File: config.mk
export PLATFORM = sky130hd
export DESIGN_NAME = sflsc_link_ctrl
export DESIGN_NICKNAME = d
export VERILOG_FILES = /design/src/include/sflsc_pkg.sv /design/src/design/sflsc_shifter.sv /design/src/design/sflsc_link_ctrl.sv
export SDC_FILE = /design/constraint.sdc
export NUM_CORES = 1
export LEC_CHECK = 0
export BUFFER_PORTS_ARGS = -buffer_cell sky130_fd_sc_hd__buf_2
export CAP_MARGIN = 20
export CORE_MARGIN = 10
export CORE_UTILIZATION = 45
export CTS_CLUSTER_DIAMETER = 50
export DETAILED_ROUTE_END_ITERATION = 8
export PLACE_DENSITY = 0.66
export SYNTH_ARGS = -nofsm -noshare
export SYNTH_HDL_FRONTEND = slang
export SYNTH_SLANG_ARGS = --single-unit
File: constraint.sdc
create_clock -name mclk_i -period 3.1 [get_ports mclk_i]
set_input_delay 0.31 -clock mclk_i [delete_from_list [all_inputs] [get_ports mclk_i]]
set_output_delay 0.31 -clock mclk_i [all_outputs]
set_load 0.005 [all_outputs]
File: src/include/sflsc_pkg.sv
// package of constants for the serial flash link state controller
package sflsc_pkg;
  // one-hot link states
  typedef enum logic [3:0] {
    SFLSC_ST_INIT = 4'h1,
    SFLSC_ST_DETACHED = 4'h2,
    SFLSC_ST_SLOW = 4'h4,
    SFLSC_ST_FULL = 4'h8
  } sflsc_state_e;
  // command codes
  localparam logic [2:0] SFLSC_CMD_NONE = 3'h0;
  localparam logic [2:0] SFLSC_CMD_GO_FAST = 3'h1;
  localparam logic [2:0] SFLSC_CMD_DISCONNECT = 3'h2;
  localparam logic [2:0] SFLSC_CMD_RECONNECT = 3'h3;
  localparam logic [2:0] SFLSC_CMD_RAW_DESELECT = 3'h4;
  localparam logic [2:0] SFLSC_CMD_RAW_TRANSMIT = 3'h5;
  localparam logic [2:0] SFLSC_CMD_RAW_RECEIVE = 3'h6;
  // probe / fetch command bytes and probe id values on the wire
  localparam logic [7:0] SFLSC_OP_READ_ID = 8'h9F;
  localparam logic [7:0] SFLSC_OP_QUAD_READ = 8'hEB;
  localparam logic [7:0] SFLSC_ID_ABSENT = 8'hFF;
  localparam logic [7:0] SFLSC_ID_ZERO = 8'h00;
  // image signature byte at the image base
  localparam logic [7:0] SFLSC_IMG_SIGN = 8'hA5;
  localparam logic [23:0] SFLSC_IMG_ADDR = 24'h000000;
  // image length in bytes, for reference of the host flow
  localparam int SFLSC_IMG_BYTES = 4096;
  // shift engine geometry
  localparam logic [3:0] SFLSC_BITS_SINGLE = 4'h8;
  localparam logic [3:0] SFLSC_BITS_QUAD = 4'h2;
  localparam logic [3:0] SFLSC_CNT_ONE = 4'h1;
  localparam logic [3:0] SFLSC_CNT_ZERO = 4'h0;
  localparam logic [2:0] SFLSC_ADDR_BYTES = 3'h3;
  localparam logic [2:0] SFLSC_DUMMY_BYTES = 3'h3;
endpackage

File: src/design/sflsc_shifter.sv
// byte shift engine for single and quad line serial transfers
`timescale 1ns/1ns
module sflsc_shifter
(
  input wire logic mclk_i,
  input wire logic rst_n_i,
  input wire logic abort_i,
  input wire logic start_i,
  input wire logic quad_i,
  input wire logic rx_i,
  input wire logic [7:0] tx_byte_i,
  input wire logic [3:0] io_i,
  output logic busy_o,
  output logic done_o,
  output logic [7:0] rx_byte_o,
  output logic sclk_o,
  output logic [3:0] io_o,
  output logic [3:0] io_oe_o
);
  // ==========================================================
  // shift state
  logic [7:0] sh_reg, sh_next;
  logic [3:0] cnt_reg, cnt_next;
  logic busy_reg, busy_next;
  logic quad_reg, quad_next;
  logic rx_reg, rx_next;
  logic done_reg, done_next;
  logic [7:0] rxb_reg, rxb_next;

  always_comb
  begin
    sh_next = sh_reg;
    cnt_next = cnt_reg;
    busy_next = busy_reg;
    quad_next = quad_reg;
    rx_next = rx_reg;
    done_next = 1'b0;
    rxb_next = rxb_reg;
    if (abort_i)
      busy_next = 1'b0;
    else if (!busy_reg && start_i)
    begin
      sh_next = tx_byte_i;
      busy_next = 1'b1;
      quad_next = quad_i;
      rx_next = rx_i;
      cnt_next = quad_i ? sflsc_pkg::SFLSC_BITS_QUAD
                        : sflsc_pkg::SFLSC_BITS_SINGLE;
    end
    else if (busy_reg)
    begin
      // one bit or nibble per clock; serial clock is inverted mclk while busy
      if (quad_reg)
        sh_next = {sh_reg[3:0], io_i};
      else
        sh_next = {sh_reg[6:0], io_i[1]};
      cnt_next = cnt_reg - sflsc_pkg::SFLSC_CNT_ONE;
      if (cnt_reg == sflsc_pkg::SFLSC_CNT_ONE)
      begin
        busy_next = 1'b0;
        done_next = 1'b1;
        rxb_next = quad_reg ? {sh_reg[3:0], io_i}
                            : {sh_reg[6:0], io_i[1]};
      end
    end
  end

  always_ff @(posedge mclk_i or negedge rst_n_i)
  begin
    if (!rst_n_i)
    begin
      sh_reg <= 8'h00;
      cnt_reg <= 4'h0;
      busy_reg <= 1'b0;
      quad_reg <= 1'b0;
      rx_reg <= 1'b0;
      done_reg <= 1'b0;
      rxb_reg <= 8'h00;
    end
    else
    begin
      sh_reg <= sh_next;
      cnt_reg <= cnt_next;
      busy_reg <= busy_next;
      quad_reg <= quad_next;
      rx_reg <= rx_next;
      done_reg <= done_next;
      rxb_reg <= rxb_next;
    end
  end

  // ==========================================================
  // pin drive
  assign busy_o = busy_reg;
  assign done_o = done_reg;
  assign rx_byte_o = rxb_reg;
  assign sclk_o = busy_reg & ~mclk_i;
  always_comb
  begin
    io_o = 4'h0;
    io_oe_o = 4'h0;
    if (busy_reg && !rx_reg)
    begin
      if (quad_reg)
      begin
        io_o = sh_reg[7:4];
        io_oe_o = 4'hF;
      end
      else
      begin
        io_o = {3'h0, sh_reg[7]};
        io_oe_o = 4'h1;
      end
    end
  end
endmodule

File: src/design/sflsc_link_ctrl.sv
// flash link state controller with probe, raw bus and quad fetch paths
`timescale 1ns/1ns
module sflsc_link_ctrl
(
  input wire logic mclk_i,
  input wire logic rst_n_i,
  input wire logic [2:0] cmd_i,
  input wire logic cmd_valid_i,
  input wire logic [7:0] raw_tx_byte_i,
  output logic cmd_done_o,
  output logic [7:0] raw_rx_byte_o,
  output logic [3:0] link_state_o,
  output logic fast_failed_o,
  input wire logic fetch_req_i,
  input wire logic [23:0] fetch_addr_i,
  output logic fetch_ready_o,
  output logic fetch_valid_o,
  output logic [7:0] fetch_data_o,
  output logic flash_sclk_o,
  output logic flash_cs_n_o,
  output logic [3:0] flash_io_o,
  output logic [3:0] flash_io_oe_o,
  input wire logic [3:0] flash_io_i
);
  typedef enum logic [6:0] {
    SFLSC_SEQ_IDLE = 7'h01,
    SFLSC_SEQ_OP = 7'h02,
    SFLSC_SEQ_ADDR = 7'h04,
    SFLSC_SEQ_DUMMY = 7'h08,
    SFLSC_SEQ_DATA = 7'h10,
    SFLSC_SEQ_RAW = 7'h20,
    SFLSC_SEQ_END = 7'h40
  } sflsc_seq_e;
  typedef enum logic [2:0] {
    SFLSC_JOB_PROBE = 3'h1,
    SFLSC_JOB_CHECK = 3'h2,
    SFLSC_JOB_FETCH = 3'h4
  } sflsc_job_e;

  // ==========================================================
  // control state
  sflsc_pkg::sflsc_state_e st_reg, st_next;
  sflsc_seq_e seq_reg, seq_next;
  sflsc_job_e job_reg, job_next;
  logic [23:0] addr_reg, addr_next;
  logic [2:0] bcnt_reg, bcnt_next;
  logic cs_n_reg, cs_n_next;
  logic done_reg, done_next;
  logic fail_reg, fail_next;
  logic fval_reg, fval_next;
  logic [7:0] fdat_reg, fdat_next;
  logic [7:0] rawrx_reg, rawrx_next;
  logic boot_reg, boot_next;
  logic sh_start, sh_quad, sh_rx, sh_busy, sh_done, sh_abort;
  logic [7:0] sh_tx, sh_rxb;
  logic sh_sclk;
  logic [3:0] sh_io, sh_oe;
  sflsc_shifter u_shift
  (
    .mclk_i(mclk_i),
    .rst_n_i(rst_n_i),
    .abort_i(sh_abort),
    .start_i(sh_start),
    .quad_i(sh_quad),
    .rx_i(sh_rx),
    .tx_byte_i(sh_tx),
    .io_i(flash_io_i),
    .busy_o(sh_busy),
    .done_o(sh_done),
    .rx_byte_o(sh_rxb),
    .sclk_o(sh_sclk),
    .io_o(sh_io),
    .io_oe_o(sh_oe)
  );
  logic attached;
  assign attached = (st_reg == sflsc_pkg::SFLSC_ST_SLOW)
                    || (st_reg == sflsc_pkg::SFLSC_ST_FULL);

  // ==========================================================
  // state and sequence
  always_comb
  begin
    st_next = st_reg;
    seq_next = seq_reg;
    job_next = job_reg;
    addr_next = addr_reg;
    bcnt_next = bcnt_reg;
    cs_n_next = cs_n_reg;
    done_next = 1'b0;
    fail_next = fail_reg;
    fval_next = 1'b0;
    fdat_next = fdat_reg;
    rawrx_next = rawrx_reg;
    boot_next = 1'b0;
    sh_start = 1'b0;
    sh_quad = 1'b0;
    sh_rx = 1'b0;
    sh_tx = 8'h00;
    sh_abort = 1'b0;
    if (cmd_valid_i && cmd_i == sflsc_pkg::SFLSC_CMD_DISCONNECT)
    begin
      st_next = sflsc_pkg::SFLSC_ST_DETACHED;
      sh_abort = 1'b1;
      seq_next = SFLSC_SEQ_IDLE;
      cs_n_next = 1'b1;
      done_next = 1'b1;
    end
    else
    begin
      unique case (seq_reg)
        SFLSC_SEQ_IDLE:
        begin
          if (boot_reg)
          begin
            job_next = SFLSC_JOB_PROBE;
            seq_next = SFLSC_SEQ_OP;
            cs_n_next = 1'b0;
          end
          else if (cmd_valid_i)
          begin
            done_next = 1'b1;
            if (cmd_i == sflsc_pkg::SFLSC_CMD_GO_FAST && attached)
            begin
              done_next = 1'b0;
              job_next = SFLSC_JOB_CHECK;
              addr_next = sflsc_pkg::SFLSC_IMG_ADDR;
              seq_next = SFLSC_SEQ_OP;
              cs_n_next = 1'b0;
            end
            else if (cmd_i == sflsc_pkg::SFLSC_CMD_RECONNECT
                     && st_reg == sflsc_pkg::SFLSC_ST_DETACHED)
            begin
              done_next = 1'b0;
              job_next = SFLSC_JOB_PROBE;
              seq_next = SFLSC_SEQ_OP;
              cs_n_next = 1'b0;
            end
            else if (st_reg == sflsc_pkg::SFLSC_ST_DETACHED)
            begin
              if (cmd_i == sflsc_pkg::SFLSC_CMD_RAW_DESELECT)
                cs_n_next = 1'b1;
              else if (cmd_i == sflsc_pkg::SFLSC_CMD_RAW_TRANSMIT
                       || cmd_i == sflsc_pkg::SFLSC_CMD_RAW_RECEIVE)
              begin
                done_next = 1'b0;
                cs_n_next = 1'b0;
                sh_start = 1'b1;
                sh_tx = raw_tx_byte_i;
                sh_rx = (cmd_i == sflsc_pkg::SFLSC_CMD_RAW_RECEIVE);
                seq_next = SFLSC_SEQ_RAW;
              end
            end
          end
          else if (fetch_req_i && st_reg == sflsc_pkg::SFLSC_ST_FULL)
          begin
            job_next = SFLSC_JOB_FETCH;
            addr_next = fetch_addr_i;
            seq_next = SFLSC_SEQ_OP;
            cs_n_next = 1'b0;
          end
        end
        SFLSC_SEQ_OP:
        begin
          sh_start = 1'b1;
          sh_tx = (job_reg == SFLSC_JOB_PROBE) ? sflsc_pkg::SFLSC_OP_READ_ID
                                               : sflsc_pkg::SFLSC_OP_QUAD_READ;
          bcnt_next = sflsc_pkg::SFLSC_ADDR_BYTES;
          seq_next = (job_reg == SFLSC_JOB_PROBE) ? SFLSC_SEQ_DATA
                                                  : SFLSC_SEQ_ADDR;
        end
        SFLSC_SEQ_ADDR:
        begin
          if (!sh_busy)
          begin
            sh_start = 1'b1;
            sh_quad = 1'b1;
            sh_tx = addr_reg[23:16];
            addr_next = {addr_reg[15:0], addr_reg[23:16]};
            bcnt_next = bcnt_reg - 3'h1;
            if (bcnt_reg == 3'h1)
            begin
              bcnt_next = sflsc_pkg::SFLSC_DUMMY_BYTES;
              seq_next = SFLSC_SEQ_DUMMY;
            end
          end
        end
        SFLSC_SEQ_DUMMY:
        begin
          if (!sh_busy)
          begin
            sh_start = 1'b1;
            sh_quad = 1'b1;
            sh_rx = 1'b1;
            bcnt_next = bcnt_reg - 3'h1;
            if (bcnt_reg == 3'h1)
              seq_next = SFLSC_SEQ_DATA;
          end
        end
        SFLSC_SEQ_DATA:
        begin
          if (!sh_busy && !sh_done)
          begin
            sh_start = 1'b1;
            sh_rx = 1'b1;
            sh_quad = (job_reg != SFLSC_JOB_PROBE);
            seq_next = SFLSC_SEQ_END;
          end
        end
        SFLSC_SEQ_RAW:
        begin
          if (sh_done)
          begin
            rawrx_next = sh_rxb;
            done_next = 1'b1;
            seq_next = SFLSC_SEQ_IDLE;
          end
        end
        SFLSC_SEQ_END:
        begin
          if (sh_done)
          begin
            seq_next = SFLSC_SEQ_IDLE;
            cs_n_next = 1'b1;
            unique case (job_reg)
              SFLSC_JOB_PROBE:
              begin
                done_next = (st_reg != sflsc_pkg::SFLSC_ST_INIT);
                if (sh_rxb != sflsc_pkg::SFLSC_ID_ABSENT
                    && sh_rxb != sflsc_pkg::SFLSC_ID_ZERO)
                  st_next = sflsc_pkg::SFLSC_ST_SLOW;
                else
                  st_next = sflsc_pkg::SFLSC_ST_DETACHED;
              end
              SFLSC_JOB_CHECK:
              begin
                done_next = 1'b1;
                fail_next = (sh_rxb != sflsc_pkg::SFLSC_IMG_SIGN);
                if (sh_rxb == sflsc_pkg::SFLSC_IMG_SIGN)
                  st_next = sflsc_pkg::SFLSC_ST_FULL;
              end
              default:
              begin
                fval_next = 1'b1;
                fdat_next = sh_rxb;
              end
            endcase
          end
        end
        default:
          seq_next = SFLSC_SEQ_IDLE;
      endcase
    end
  end

  always_ff @(posedge mclk_i or negedge rst_n_i)
  begin
    if (!rst_n_i)
    begin
      st_reg <= sflsc_pkg::SFLSC_ST_INIT;
      seq_reg <= SFLSC_SEQ_IDLE;
      job_reg <= SFLSC_JOB_PROBE;
      addr_reg <= 24'h000000;
      bcnt_reg <= 3'h0;
      cs_n_reg <= 1'b1;
      done_reg <= 1'b0;
      fail_reg <= 1'b0;
      fval_reg <= 1'b0;
      fdat_reg <= 8'h00;
      rawrx_reg <= 8'h00;
      boot_reg <= 1'b1;
    end
    else
    begin
      st_reg <= st_next;
      seq_reg <= seq_next;
      job_reg <= job_next;
      addr_reg <= addr_next;
      bcnt_reg <= bcnt_next;
      cs_n_reg <= cs_n_next;
      done_reg <= done_next;
      fail_reg <= fail_next;
      fval_reg <= fval_next;
      fdat_reg <= fdat_next;
      rawrx_reg <= rawrx_next;
      boot_reg <= boot_next;
    end
  end

  // ==========================================================
  // outputs
  assign link_state_o = st_reg;
  assign cmd_done_o = done_reg;
  assign fast_failed_o = fail_reg;
  assign raw_rx_byte_o = rawrx_reg;
  assign fetch_valid_o = fval_reg;
  assign fetch_data_o = fdat_reg;
  assign fetch_ready_o = (seq_reg == SFLSC_SEQ_IDLE) && !cmd_valid_i
                         && (st_reg == sflsc_pkg::SFLSC_ST_FULL);
  // idle bus: clock low, select high except after a raw transfer until raw deselect, disconnect or reconnect, data lines released
  assign flash_sclk_o = sh_sclk;
  assign flash_cs_n_o = cs_n_reg;
  assign flash_io_o = sh_io;
  assign flash_io_oe_o = sh_oe;
endmodule

### Word-level counts from Yosys, hierarchy flattened

Index checks and enable logic that the tools add are counted.

| word-level totals | value |
|---|---|
| logic and storage cells | 229 |
| flip-flop bits (word level) | 86 |
| input port bits | 43 |
| output and inout bits | 34 |

| cells by class | value |
|---|---|
| equality and inequality tests | 44 |
| reduce and logical (&&, ||, !) cells | 40 |
| muxes and demuxes | 118 |
| bitwise logic cells | 6 |
| $add $sub $neg | 2 |

Operator list:

| operator | count |
|---|---|
| $mux 24 | 5 |
| $mux 7 | 16 |
| $mux 8 | 12 |
| $mux 1 | 53 |
| $pmux 24 s2 | 1 |
| $mux 4 | 11 |
| $pmux 7 s6 | 1 |
| $mux 3 | 9 |
| $ne 3x3->1 const B | 8 |
| $ne 8x8->1 const B | 3 |
| $pmux 8 s3 | 1 |
| $reduce_and 4->1 | 6 |
| $ne 7x7->1 const B | 3 |
| $reduce_bool 3->1 | 4 |
| $logic_and 1x1->1 | 10 |
| $reduce_and 10->1 | 1 |
| $eq 3x1->1 const B | 3 |
| $eq 3x2->1 const B | 3 |
| $eq 3x3->1 const B | 3 |
| $pmux 3 s3 | 1 |
| $eq 8x8->1 const B | 1 |
| $ne 4x1->1 const B | 2 |
| $pmux 4 s2 | 1 |
| $reduce_bool 2->1 | 4 |
| other kinds (31) | 48 |

### Logic depth before layout (Yosys ltp)

Gate-level depths: netlist of run 1.

| depth | value |
|---|---|
| depth after elaboration | 14 |
| mapped depth | 8 |
| depth with buffers taken out | 7 |

### By module

From an unflattened synthesis of run 1, not the netlist that was laid out.

| unflattened totals | value |
|---|---|
| cells, all modules | 501 |
| area total of the unflattened synthesis | 5,033.6 sq um |

By module, submodules not included:

| module | sequential area each (sq um) | instances | area an instance (sq um) | cells an instance |
|---|---|---|---|---|
| sflsc_link_ctrl | 1,557.7 | 1 | 3,724.8 | 380 |
| sflsc_shifter | 600.6 | 1 | 1,308.8 | 121 |

==> results by group, run 1 <==
Setup path
  • Required time worst endpoint: 3.44 ns
  • Worst-path fanout max: 9
  • Sort of element at the end of the critical path: register
  • Launch point of the worst reg-to-reg path: seq_reg[1]$_DFFE_PN0P_
  • Startpoint of the most critical setup path: seq_reg[1]$_DFFE_PN0P_
  • Worst setup path category: register to register
  • Critical path buffer and inverter count: 0
  • Delay-heaviest family, CP: simple AND/OR/NAND/NOR gates
  • Longest individual stage delay on the worst path: 0.69 ns
  • Slowest stage cell on the critical path: or4_1
  • Crit start category: register
  • Endpoint arrival time on the critical path: 2.88 ns
  • Cell breakdown of the critical path: nor4_4 > nand3b_2 > or2_1 > or4_1 > mux2_4

Power
  • P_leak: 2.59 nW
  • Maximum VDD drop: 0.324 mV
  • Power density over the cells: 785 mW/mm²

Global routing
  • Overflow left after global routing: 0
  • Largest net degree at the start of global routing: 54
  • Global-route usage over all layers: 15.7%
  • Wire length of the first global-routing pass: 19,200 µm
  • Antenna violations before repair: 1
  • Vias in the first global route: 3,816

Yosys
  • Share of synthesized cell area in full adder, half adder and majority cells: 1.07%
  • Number of flops mapped to enable cells by yosys: 0
  • Fraction of the mapped netlist area in compound gates: 17.3%
  • Netlist cell types: 68
  • Most instantiated flip-flop cell in the synthesis netlist: dfrtp_1
  • Post-Synthesis Net Count: 504
  • Basic-gate share of the synthesized area counting and, or, nand and nor cells: 19.0%
  • Largest family of logic cells by synthesized area: simple AND/OR/NAND/NOR gates
  • Synthesized area: 0.00470 mm²
  • Per-instance average area after synthesis: 10.3 µm²
  • Multiplexer fraction of the synthesized cell area: 12.1%
  • Ys async rst share: 100%
  • Register bit total from synthesis: 86
  • Fraction of synthesized cell area in xor and xnor cells: 0.559%
  • Synth Instances: 457
  • Register area share after synthesis: 45.9%
  • Number of warning messages in the yosys log: 0

Placed design
  • Number of port buffers: 76
  • Detailed Place HPWL: 8460 µm
  • Dpl cell area: 0.00519 mm²
  • RePlAce Congestion: 0.882

Floorplanning
  • Number of top-level pins: 77
  • Initial core utilization: 45.9%
  • Die extent in x: 122 µm
  • Overall die height: 122 µm
  • FP Rows: 37
  • Die Outline Area: 0.0149 mm²
  • Core footprint: 0.0102 mm²

Clocking
  • Count of cells resized by post-cts repair: 0
  • Post-CTS clock slew at the launch and capture registers of the worst setup and hold paths: 0.10 ns
  • Clock Latency Late Sink: 0.46 ns
  • Clock tree from TritonCTS: done

STA
  • Fin Hold WS: 0.133 ns
  • Max-Slew Margin vs Limit: 49.8%
  • Worst Clk Skew: 0.0124 ns
  • Endpoints failing setup: 0
  • Transition time at the pin with the least slew margin: 0.747 ns
  • Setup repair after global routing missed its margin: no
  • Final hold viol count: 0
  • Final-layout setup total negative slack: 0 ns
  • Part of the cycle the worst path needs: 81.8%
  • Count of final max-slew check failures: 0
  • Maximum operating frequency: 394 MHz
  • Crit path time final: 2.54 ns

Final layout
  • Fraction of layout instances using a drive strength above 1: 29.1%
  • Leading cell type in the layout, fill and taps excluded: dfrtp_1
  • Summed area of non-filler cells in the final layout: 0.00545 mm²
  • Number of flip-flops under the largest register name: 24
  • Layout-stage area growth over the synthesis result: 16.1%
  • Number of nets in the layout: 579
  • Most frequent cells in the layout: dfrtp_1 (81), buf_2 (75), a21oi_1 (45), nand2_1 (41), o21ai_1 (24)

Drt
  • Post-DR wirelength/cell: 17.0 µm
  • Drc violations: 0
  • Residual antenna-violating net count after detailed routing: 0
  • Ratio of routed vias to standard cells: 5.53
  • 1st-pass router iterations: 5
  • 1st-iter DRT viols: 271
  • Routed wire length: 11,400 µm
  • Via count: 3,729

Worst hold path
  • HP Start: fetch_addr_i[1]
  • Type of the worst min-delay path: input port to register

Run
  • Max-cap violations: 0

Status
  • Run status: finished, final reports clean
cell usage after synthesis, drive strengths merged, types with 5 or more instances:
cell	count	share of area, %
dfrtp	81	43
a21oi	46	5.0
nand2	42	3.5
o21ai	40	4.3
mux2	33	8.7
nor2	22	1.8
nor3b	20	3.3
mux2i	16	3.4
buf	15	2.0
inv	12	0.96
clkbuf	11	0.88
nand3	11	1.4
a22oi	8	1.3
nor4	8	2.0
and3	7	0.93
nand2b	7	0.93
nand4	6	0.80
nor2b	6	0.80
dfstp	5	2.8
o211ai	5	1.4
power by group:
part,total [W],switching (W),internal [W],leakage [nW]
Combinational,0.00165,0.000974,0.000675,1.33
Clock,0.000959,0.000477,0.000482,0.134
Sequential,0.00168,0.000256,0.00142,1.13
metrics by stage:
stage	instances	setup slack (ns)	util, %	total power [W]
global route	673	0.456	53.3	0.00461
global placement	653	0.656	50.7	0.00330
finish	674	0.564	53.3	0.00428
floorplan	457	0.840	-	0.00296
CTS	673	0.559	53.3	0.00432
detailed placement	653	0.576	50.7	0.00336
per-layer routing:
layer  vias up  track usage, %  wire [µm]  share of wire (%)
li1       1819               -          -                  -
met1      1780            21.4       5360                 47
met2       118            24.2       5140                 45
met3        12            4.02        829                7.2
met4         0            4.71        109               0.95
met5         -               0          0                  0
worst paths after layout:
path / to / slack [ns] / depth (start not counted)
max in group asynchronous: seq_reg[0]$_DFFE_PN1P_ / 1.89 / 3
setup reg to reg: fetch_data_o[4]$_DFFE_PN0P_ / 0.56 / 5
min in group asynchronous: job_reg[2]$_DFFE_PN0P_ / 0.43 / 2
hold reg to reg: bcnt_reg[2]$_DFFE_PN0P_ / 0.48 / 1
hold / removal: addr_reg[1]$_DFFE_PN0P_ / 0.13 / 3
setup / recovery: fetch_data_o[4]$_DFFE_PN0P_ / 0.56 / 5
tightest hold or removal path, delay by kind of cell:
kind                   cells  cell delay, ns
buffers and inverters      1            0.08
AOI/OAI and AO/OA          2            0.16
layout make-up:
type / count / area [µm²]
antenna: 1 / 2.50
clock buffer: 13 / 170
clock inverter: 7 / 86.3
fill: 941 / 4780
inverter: 12 / 45.0
multi-input combinational: 333 / 2360
sequential: 86 / 2160
tap: 136 / 170
timing repair buffer: 86 / 463
cells by family (layout without fill, tap and decap cells):
group,count (synthesis),count (layout)
AOI/OAI and AO/OA,128,128
adders and majority gates,4,4
buffers and inverters,38,118
muxes,49,49
other,1,2
and+or+nand+nor,148,148
DFF,86,86
xor gates and xnor gates,3,3
what timing repair did:
item,in CTS,in global routing
endpoints found under the hold margin,47,0
hold buffers,1,0
buffers inserted,0,0
Power figures use the tool's default switching activity.
==> inputs of run 2 (changes only) <==
Clock period 3.1 ns to 2.4 ns, I/O delays scaled along.
==> results by group, run 2 (same netlist as run 1, synthesis figures left out) <==
Status
  • Run status: finished, final reports clean

STA
  • Final hold viol count: 0 (unchanged)
  • Worst Clk Skew: 0.00970 ns (-0.00267 ns)
  • Final-layout setup total negative slack: 0 ns (unchanged)
  • Part of the cycle the worst path needs: 96.6% (+15 points)
  • Max-Slew Margin vs Limit: 54.4% (+4.6 points)
  • Setup repair after global routing missed its margin: no
  • Crit path time final: 2.32 ns (-0.218 ns)
  • Endpoints failing setup: 0 (unchanged)
  • Count of final max-slew check failures: 0 (unchanged)
  • Maximum operating frequency: 431 MHz (+9.4%)
  • Transition time at the pin with the least slew margin: 0.681 ns (-0.0657 ns)

Final layout
  • Fraction of layout instances using a drive strength above 1: 30.9% (+1.8 points)
  • Number of flip-flops under the largest register name: 24 (unchanged)
  • Layout-stage area growth over the synthesis result: 18.4%
  • Final cell count without fillers: 684 (+1.5%)
  • Leading cell type in the layout, fill and taps excluded: dfrtp_1
  • Most frequent cells in the layout: dfrtp_1 (79), buf_2 (75), a21oi_1 (45), nand2_1 (41), o21ai_1 (24)
  • Number of nets in the layout: 589 (+1.7%)
  • FILL cells: 911 (-3.2%)

Global routing
  • Global-route usage over all layers: 15.9% (+0.13 points)
  • Largest net degree at the start of global routing: 53 (-1.9%)
  • Wire length of the first global-routing pass: 19,300 µm (+0.50%)
  • Overflow left after global routing: 0 (unchanged)
  • Antenna violations before repair: 1 (unchanged)
  • Vias in the first global route: 3,780 (-0.94%)

Placed design
  • RePlAce Congestion: 0.915 (+3.7%)
  • Number of placed cells counting well taps: 661 (+1.2%)
  • Number of port buffers: 76 (unchanged)
  • Detailed Place HPWL: 8590 µm (+1.5%)

Power
  • Maximum VDD drop: 0.615 mV (+90%)
  • Power density over the cells: 1010 mW/mm² (+29%)
  • P_leak: 2.64 nW (+1.6%)

Setup path
  • Sort of element at the end of the critical path: register
  • Endpoint arrival time on the critical path: 2.66 ns (-0.22 ns)
  • Crit start category: register
  • Worst setup path category: register to register
  • Required time worst endpoint: 2.74 ns (-0.70 ns)
  • Worst-path fanout max: 6 (-3)

Floorplanning
  • Die Outline Area: 0.0149 mm² (unchanged)
  • FP Rows: 37 (unchanged)
  • Overall die height: 122 µm (unchanged)
  • Initial core utilization: 45.9% (unchanged)
  • Core footprint: 0.0102 mm² (unchanged)
  • Die extent in x: 122 µm (unchanged)
  • Number of top-level pins: 77 (unchanged)

Run
  • Max-cap violations: 0 (unchanged)

Drt
  • Drc violations: 0 (unchanged)
  • Post-DR wirelength/cell: 16.8 µm (-0.96%)
  • 1st-iter DRT viols: 232 (-14%)
  • Via count: 3,769 (+1.1%)
  • Ratio of routed vias to standard cells: 5.51 (-0.40%)
  • Routed wire length: 11,500 µm (+0.51%)
  • 1st-pass router iterations: 5 (unchanged)
  • Residual antenna-violating net count after detailed routing: 0 (unchanged)

Clocking
  • Clock tree from TritonCTS: done
  • Post-CTS clock slew at the launch and capture registers of the worst setup and hold paths: 0.09 ns (about the same)
  • Clock Latency Late Sink: 0.46 ns (about the same)

Worst hold path
  • Type of the worst min-delay path: input port to register
## run 2: cell types whose count changed in the layout (fill, tap and decap cells not counted)
cell / delta
buf_6: +1
buf_4: +6
buf_12: +2
nand2_4: +1
nor4_2: +1
dfrtp_1: -2
nor4_1: -1
inv_8: -2
clkinvlp_4: +2
dfrtp_2: +2
## run 2: final timing paths
path / from / to / slack, ns / cells past startpoint
setup reg to reg: seq_reg[5]$_DFFE_PN0P_ / u_shift.sh_reg[0]$_DFFE_PN0P_ / 0.08 / 6
setup / recovery: seq_reg[5]$_DFFE_PN0P_ / u_shift.sh_reg[0]$_DFFE_PN0P_ / 0.08 / 6
min in group asynchronous: rst_n_i / job_reg[2]$_DFFE_PN0P_ / 0.32 / 2
hold / removal: fetch_addr_i[6] / addr_reg[6]$_DFFE_PN0P_ / 0.05 / 3
max in group asynchronous: rst_n_i / link_state_o[0]$_DFFE_PN1P_ / 1.42 / 3
hold reg to reg: bcnt_reg[2]$_DFFE_PN0P_ / bcnt_reg[2]$_DFFE_PN0P_ / 0.47 / 1
## run 2: through the flow
stage	setup WS [ns]	total power, W	util (%)	hold slack (ns)	cell area [µm²]
6_report	0.0811	0.00564	54.4	0.0502	5560
4_1_cts	0.0505	0.00564	54.0	0.0454	5530
3_5_place_dp	0.0734	0.00444	51.6	0.281	5280
2_1_floorplan	0.140	0.00382	-	-0.0556	4700
5_1_grt	0.0104	0.00609	54.3	0.0671	5560
3_3_place_gp	0.116	0.00435	51.6	0.276	5280
## run 2: area by class of cell
| class | count | area [µm²] | area share [%] |
|---|---|---|---|
| multi-input cells | 334 | 2380 | 42.7 |
| flip-flops and latches | 86 | 2160 | 38.8 |
| repair buffers | 95 | 559 | 10.1 |
| clock buffers | 13 | 170 | 3.06 |
| well taps | 136 | 170 | 3.06 |
| clock inverters | 7 | 78.8 | 1.42 |
| inverters | 12 | 45.0 | 0.810 |
| diodes | 1 | 2.50 | 0.0450 |
## run 2: metal layers
metal / share of wire [%] / global-route usage, % / wire length (µm)
met3: 7.6 / 5.23 / 878
met4: 0.80 / 4.49 / 92
met2: 46 / 24.4 / 5270
met1: 46 / 20.9 / 5260
met5: 0 / 0 / 0
## run 2: report_power, final
| group | total [W] | switching (W) | internal [W] |
|---|---|---|---|
| Clock | 0.00119 | 0.000584 | 0.000607 |
| Combinational | 0.00228 | 0.00130 | 0.000978 |
| Sequential | 0.00217 | 0.000334 | 0.00184 |
## run 2: critical path, cell delays in order (launching register included)
cell and delay, ns:
dfrtp_2 0.46, or3_4 0.40, or3_4 0.43, a41o_1 0.22, o21bai_4 0.22, nand2_4 0.14
mux2_2 0.34
## run 2: timing repair
action | in CTS | in global routing
hold buffers | 1 | 0
setup endpoints to repair | 0 | 32
setup buffers | 0 | 1
resized for setup | 0 | 5
hold endpoints to repair | 38 | 0
==> inputs of run 3 (changes only) <==
Settings changed: CORE_UTILIZATION 45 to 35, PLACE_DENSITY 0.66 to unset, REMOVE_ABC_BUFFERS set to 1.
==> results by group, run 3 (same netlist as run 1, synthesis figures left out) <==
Floorplanning
  • Overall die height: 136 µm (+11%)
  • FP Rows: 42 (+14%)
  • Die extent in x: 136 µm (+11%)
  • Die Outline Area: 0.0185 mm² (+24%)
  • Number of top-level pins: 77 (unchanged)
  • Initial core utilization: 35.6% (-10 points)
  • Core footprint: 0.0132 mm² (+29%)

Setup path
  • Critical path buffer and inverter count: 1 (+1)
  • Crit start category: register
  • Slowest stage cell on the critical path: a222oi_1
  • Longest individual stage delay on the worst path: 0.49 ns (+0.03 ns)
  • Cell breakdown of the critical path: nor4b_4 > a31o_2 > nor4_4 > buf_4 > a222oi_1 > mux2i_1 > mux2_4
  • Sort of element at the end of the critical path: register
  • Worst-path fanout max: 4 (-2)
  • Delay-heaviest family, CP: compound AO/OA/AOI/OAI gates
  • Worst setup path category: register to register
  • Endpoint arrival time on the critical path: 2.71 ns (+0.05 ns)
  • Required time worst endpoint: 2.74 ns (about the same)

Placed design
  • Post-Place Setup Slack: -0.0635 ns (-0.137 ns)
  • Detailed Place HPWL: 9320 µm (+8.4%)
  • RePlAce Congestion: 0.862 (-5.7%)
  • Number of port buffers: 76 (unchanged)
  • Number of placed cells counting well taps: 711 (+7.6%)

Global routing
  • Wire length of the first global-routing pass: 20,500 µm (+6.2%)
  • Overflow left after global routing: 0 (unchanged)
  • Antenna violations before repair: 0 (-1)
  • Vias in the first global route: 3,950 (+4.5%)
  • Largest net degree at the start of global routing: 53 (unchanged)
  • Global-route usage over all layers: 14.0% (-1.9 points)

Clocking
  • Post-CTS clock slew at the launch and capture registers of the worst setup and hold paths: 0.06 ns (-0.03 ns)
  • Clock tree from TritonCTS: done
  • Clock Latency Late Sink: 0.46 ns (about the same)

Drt
  • Ratio of routed vias to standard cells: 5.25 (-4.7%)
  • Met1 WL: 5660 µm (+7.7%)
  • Routed wire length: 12,500 µm (+8.9%)
  • Post-DR wirelength/cell: 17.0 µm (+1.4%)
  • Highest Signal Layer: met4
  • Drc violations: 0 (unchanged)
  • Via count: 3,858 (+2.4%)
  • Routed length on met3: 728 µm (-17%)
  • Met2 layer wire length in the routed design: 5880 µm (+12%)
  • Residual antenna-violating net count after detailed routing: 0 (unchanged)
  • 1st-pass router iterations: 5 (unchanged)
  • 1st-iter DRT viols: 248 (+6.9%)

Final layout
  • Layout-stage area growth over the synthesis result: 24.4%
  • Most frequent cells in the layout: dfrtp_1 (78), buf_2 (75), a21oi_1 (45), nand2_1 (41), buf_4 (32)
  • FILL cells: 1,261 (+38%)
  • Final cell count without fillers: 735 (+7.5%)
  • Fraction of layout instances using a drive strength above 1: 32.9% (+2.0 points)
  • Leading cell type in the layout, fill and taps excluded: dfrtp_1
  • Number of nets in the layout: 602 (+2.2%)
  • Number of flip-flops under the largest register name: 24 (unchanged)
  • Number of inserted diodes: 0 (-1)

Run
  • Max-cap violations: 0 (unchanged)

Worst hold path
  • Type of the worst min-delay path: input port to register

STA
  • Maximum operating frequency: 422 MHz (-2.1%)
  • Part of the cycle the worst path needs: 98.7% (+2.0 points)
  • Crit path time final: 2.37 ns (+0.0490 ns)
  • Count of final max-slew check failures: 0 (unchanged)
  • Setup repair after global routing missed its margin: yes
  • Final hold viol count: 0 (unchanged)
  • Worst Clk Skew: 0.00848 ns (-0.00122 ns)
  • Max-Slew Margin vs Limit: 59.7% (+5.3 points)
  • Transition time at the pin with the least slew margin: 0.599 ns (-0.0820 ns)
  • Endpoints failing setup: 0 (unchanged)
  • Final worst-path setup slack: 0.0322 ns (-0.0490 ns)
  • Final-layout setup total negative slack: 0 ns (unchanged)

Power
  • Maximum VDD drop: 0.464 mV (-25%)
  • P_leak: 2.77 nW (+4.9%)
  • Power density over the cells: 1070 mW/mm² (+5.8%)

Status
  • Run status: finished, final reports clean
[run 3: cell types whose count changed in the layout (fill, tap and decap cells not counted), moves of 2 or more]
cell       delta
inv_6         -2
clkbuf_8     -11
clkbuf_16    +12
buf_4        +15
mux2_4        +2
[run 3: metal layers]
metal	track usage, %	up-vias
li1	-	1873
met1	17.9	1861
met2	21.5	107
met3	3.47	17
met4	6.92	0
met5	0	-
[run 3: worst register-to-register path, delay by kind of cell (launching register included)]
kind,cells,cell delay [ns]
buffers and inverters,1,0.15
and+or+nand+nor,2,0.47
muxes,2,0.47
AOI/OAI and AO/OA,2,0.75
DFF,1,0.43
[run 3: cell type report]
cell class              instances  area [µm²]  area share (%)
repair buffers                109         661            11.3
multi-input cells             333        2380            40.7
clock buffers                  14         319            5.46
clock inverters                 5        58.8            1.01
flip-flops and latches         86        2160            37.0
well taps                     176         220            3.77
inverters                      12        45.0           0.771
[run 3: what timing repair did]
item / CTS / global route
hold buffers: 1 / 0
resized for setup: 3 / 4
setup buffers: 3 / 2
endpoints found under the setup margin: 1 / 14
hold endpoints to repair: 43 / 0
pin swaps: 3 / 3
[run 3: per-stage QoR]
step | instance area [µm²] | hold slack [ns] | total power (W) | utilization, %
CTS | 5820 | 0.0565 | 0.00628 | 44.1
finish | 5840 | 0.0664 | 0.00627 | 44.3
global route | 5840 | 0.0637 | 0.00669 | 44.3
detailed placement | 5400 | 0.276 | 0.00458 | 40.9
global placement | 5400 | 0.274 | 0.00451 | 40.9
floorplan | 4560 | -0.0556 | 0.00370 | -
[run 3: worst paths after layout]
kind                                                 end  slack, ns  depth (start not counted)                        start
max                        u_shift.sh_reg[4]$_DFFE_PN0P_       0.03                          7  link_state_o[3]$_DFFE_PN0P_
min                              addr_reg[5]$_DFFE_PN0P_       0.07                          3              fetch_addr_i[5]
max reg2reg                u_shift.sh_reg[4]$_DFFE_PN0P_       0.03                          7  link_state_o[3]$_DFFE_PN0P_
min reg2reg                      bcnt_reg[2]$_DFFE_PN0P_       0.46                          1      bcnt_reg[2]$_DFFE_PN0P_
max in group asynchronous       flash_cs_n_o$_DFFE_PN1P_       1.28                          3                      rst_n_i
min in group asynchronous        bcnt_reg[0]$_DFFE_PN0P_       0.34                          2                      rst_n_i
[run 3: report_power, final]
part | internal, W | switching (W)
registers | 0.00184 | 0.000333
clock network | 0.00105 | 0.000620
logic | 0.00109 | 0.00133
total | 0.00398 | 0.00229
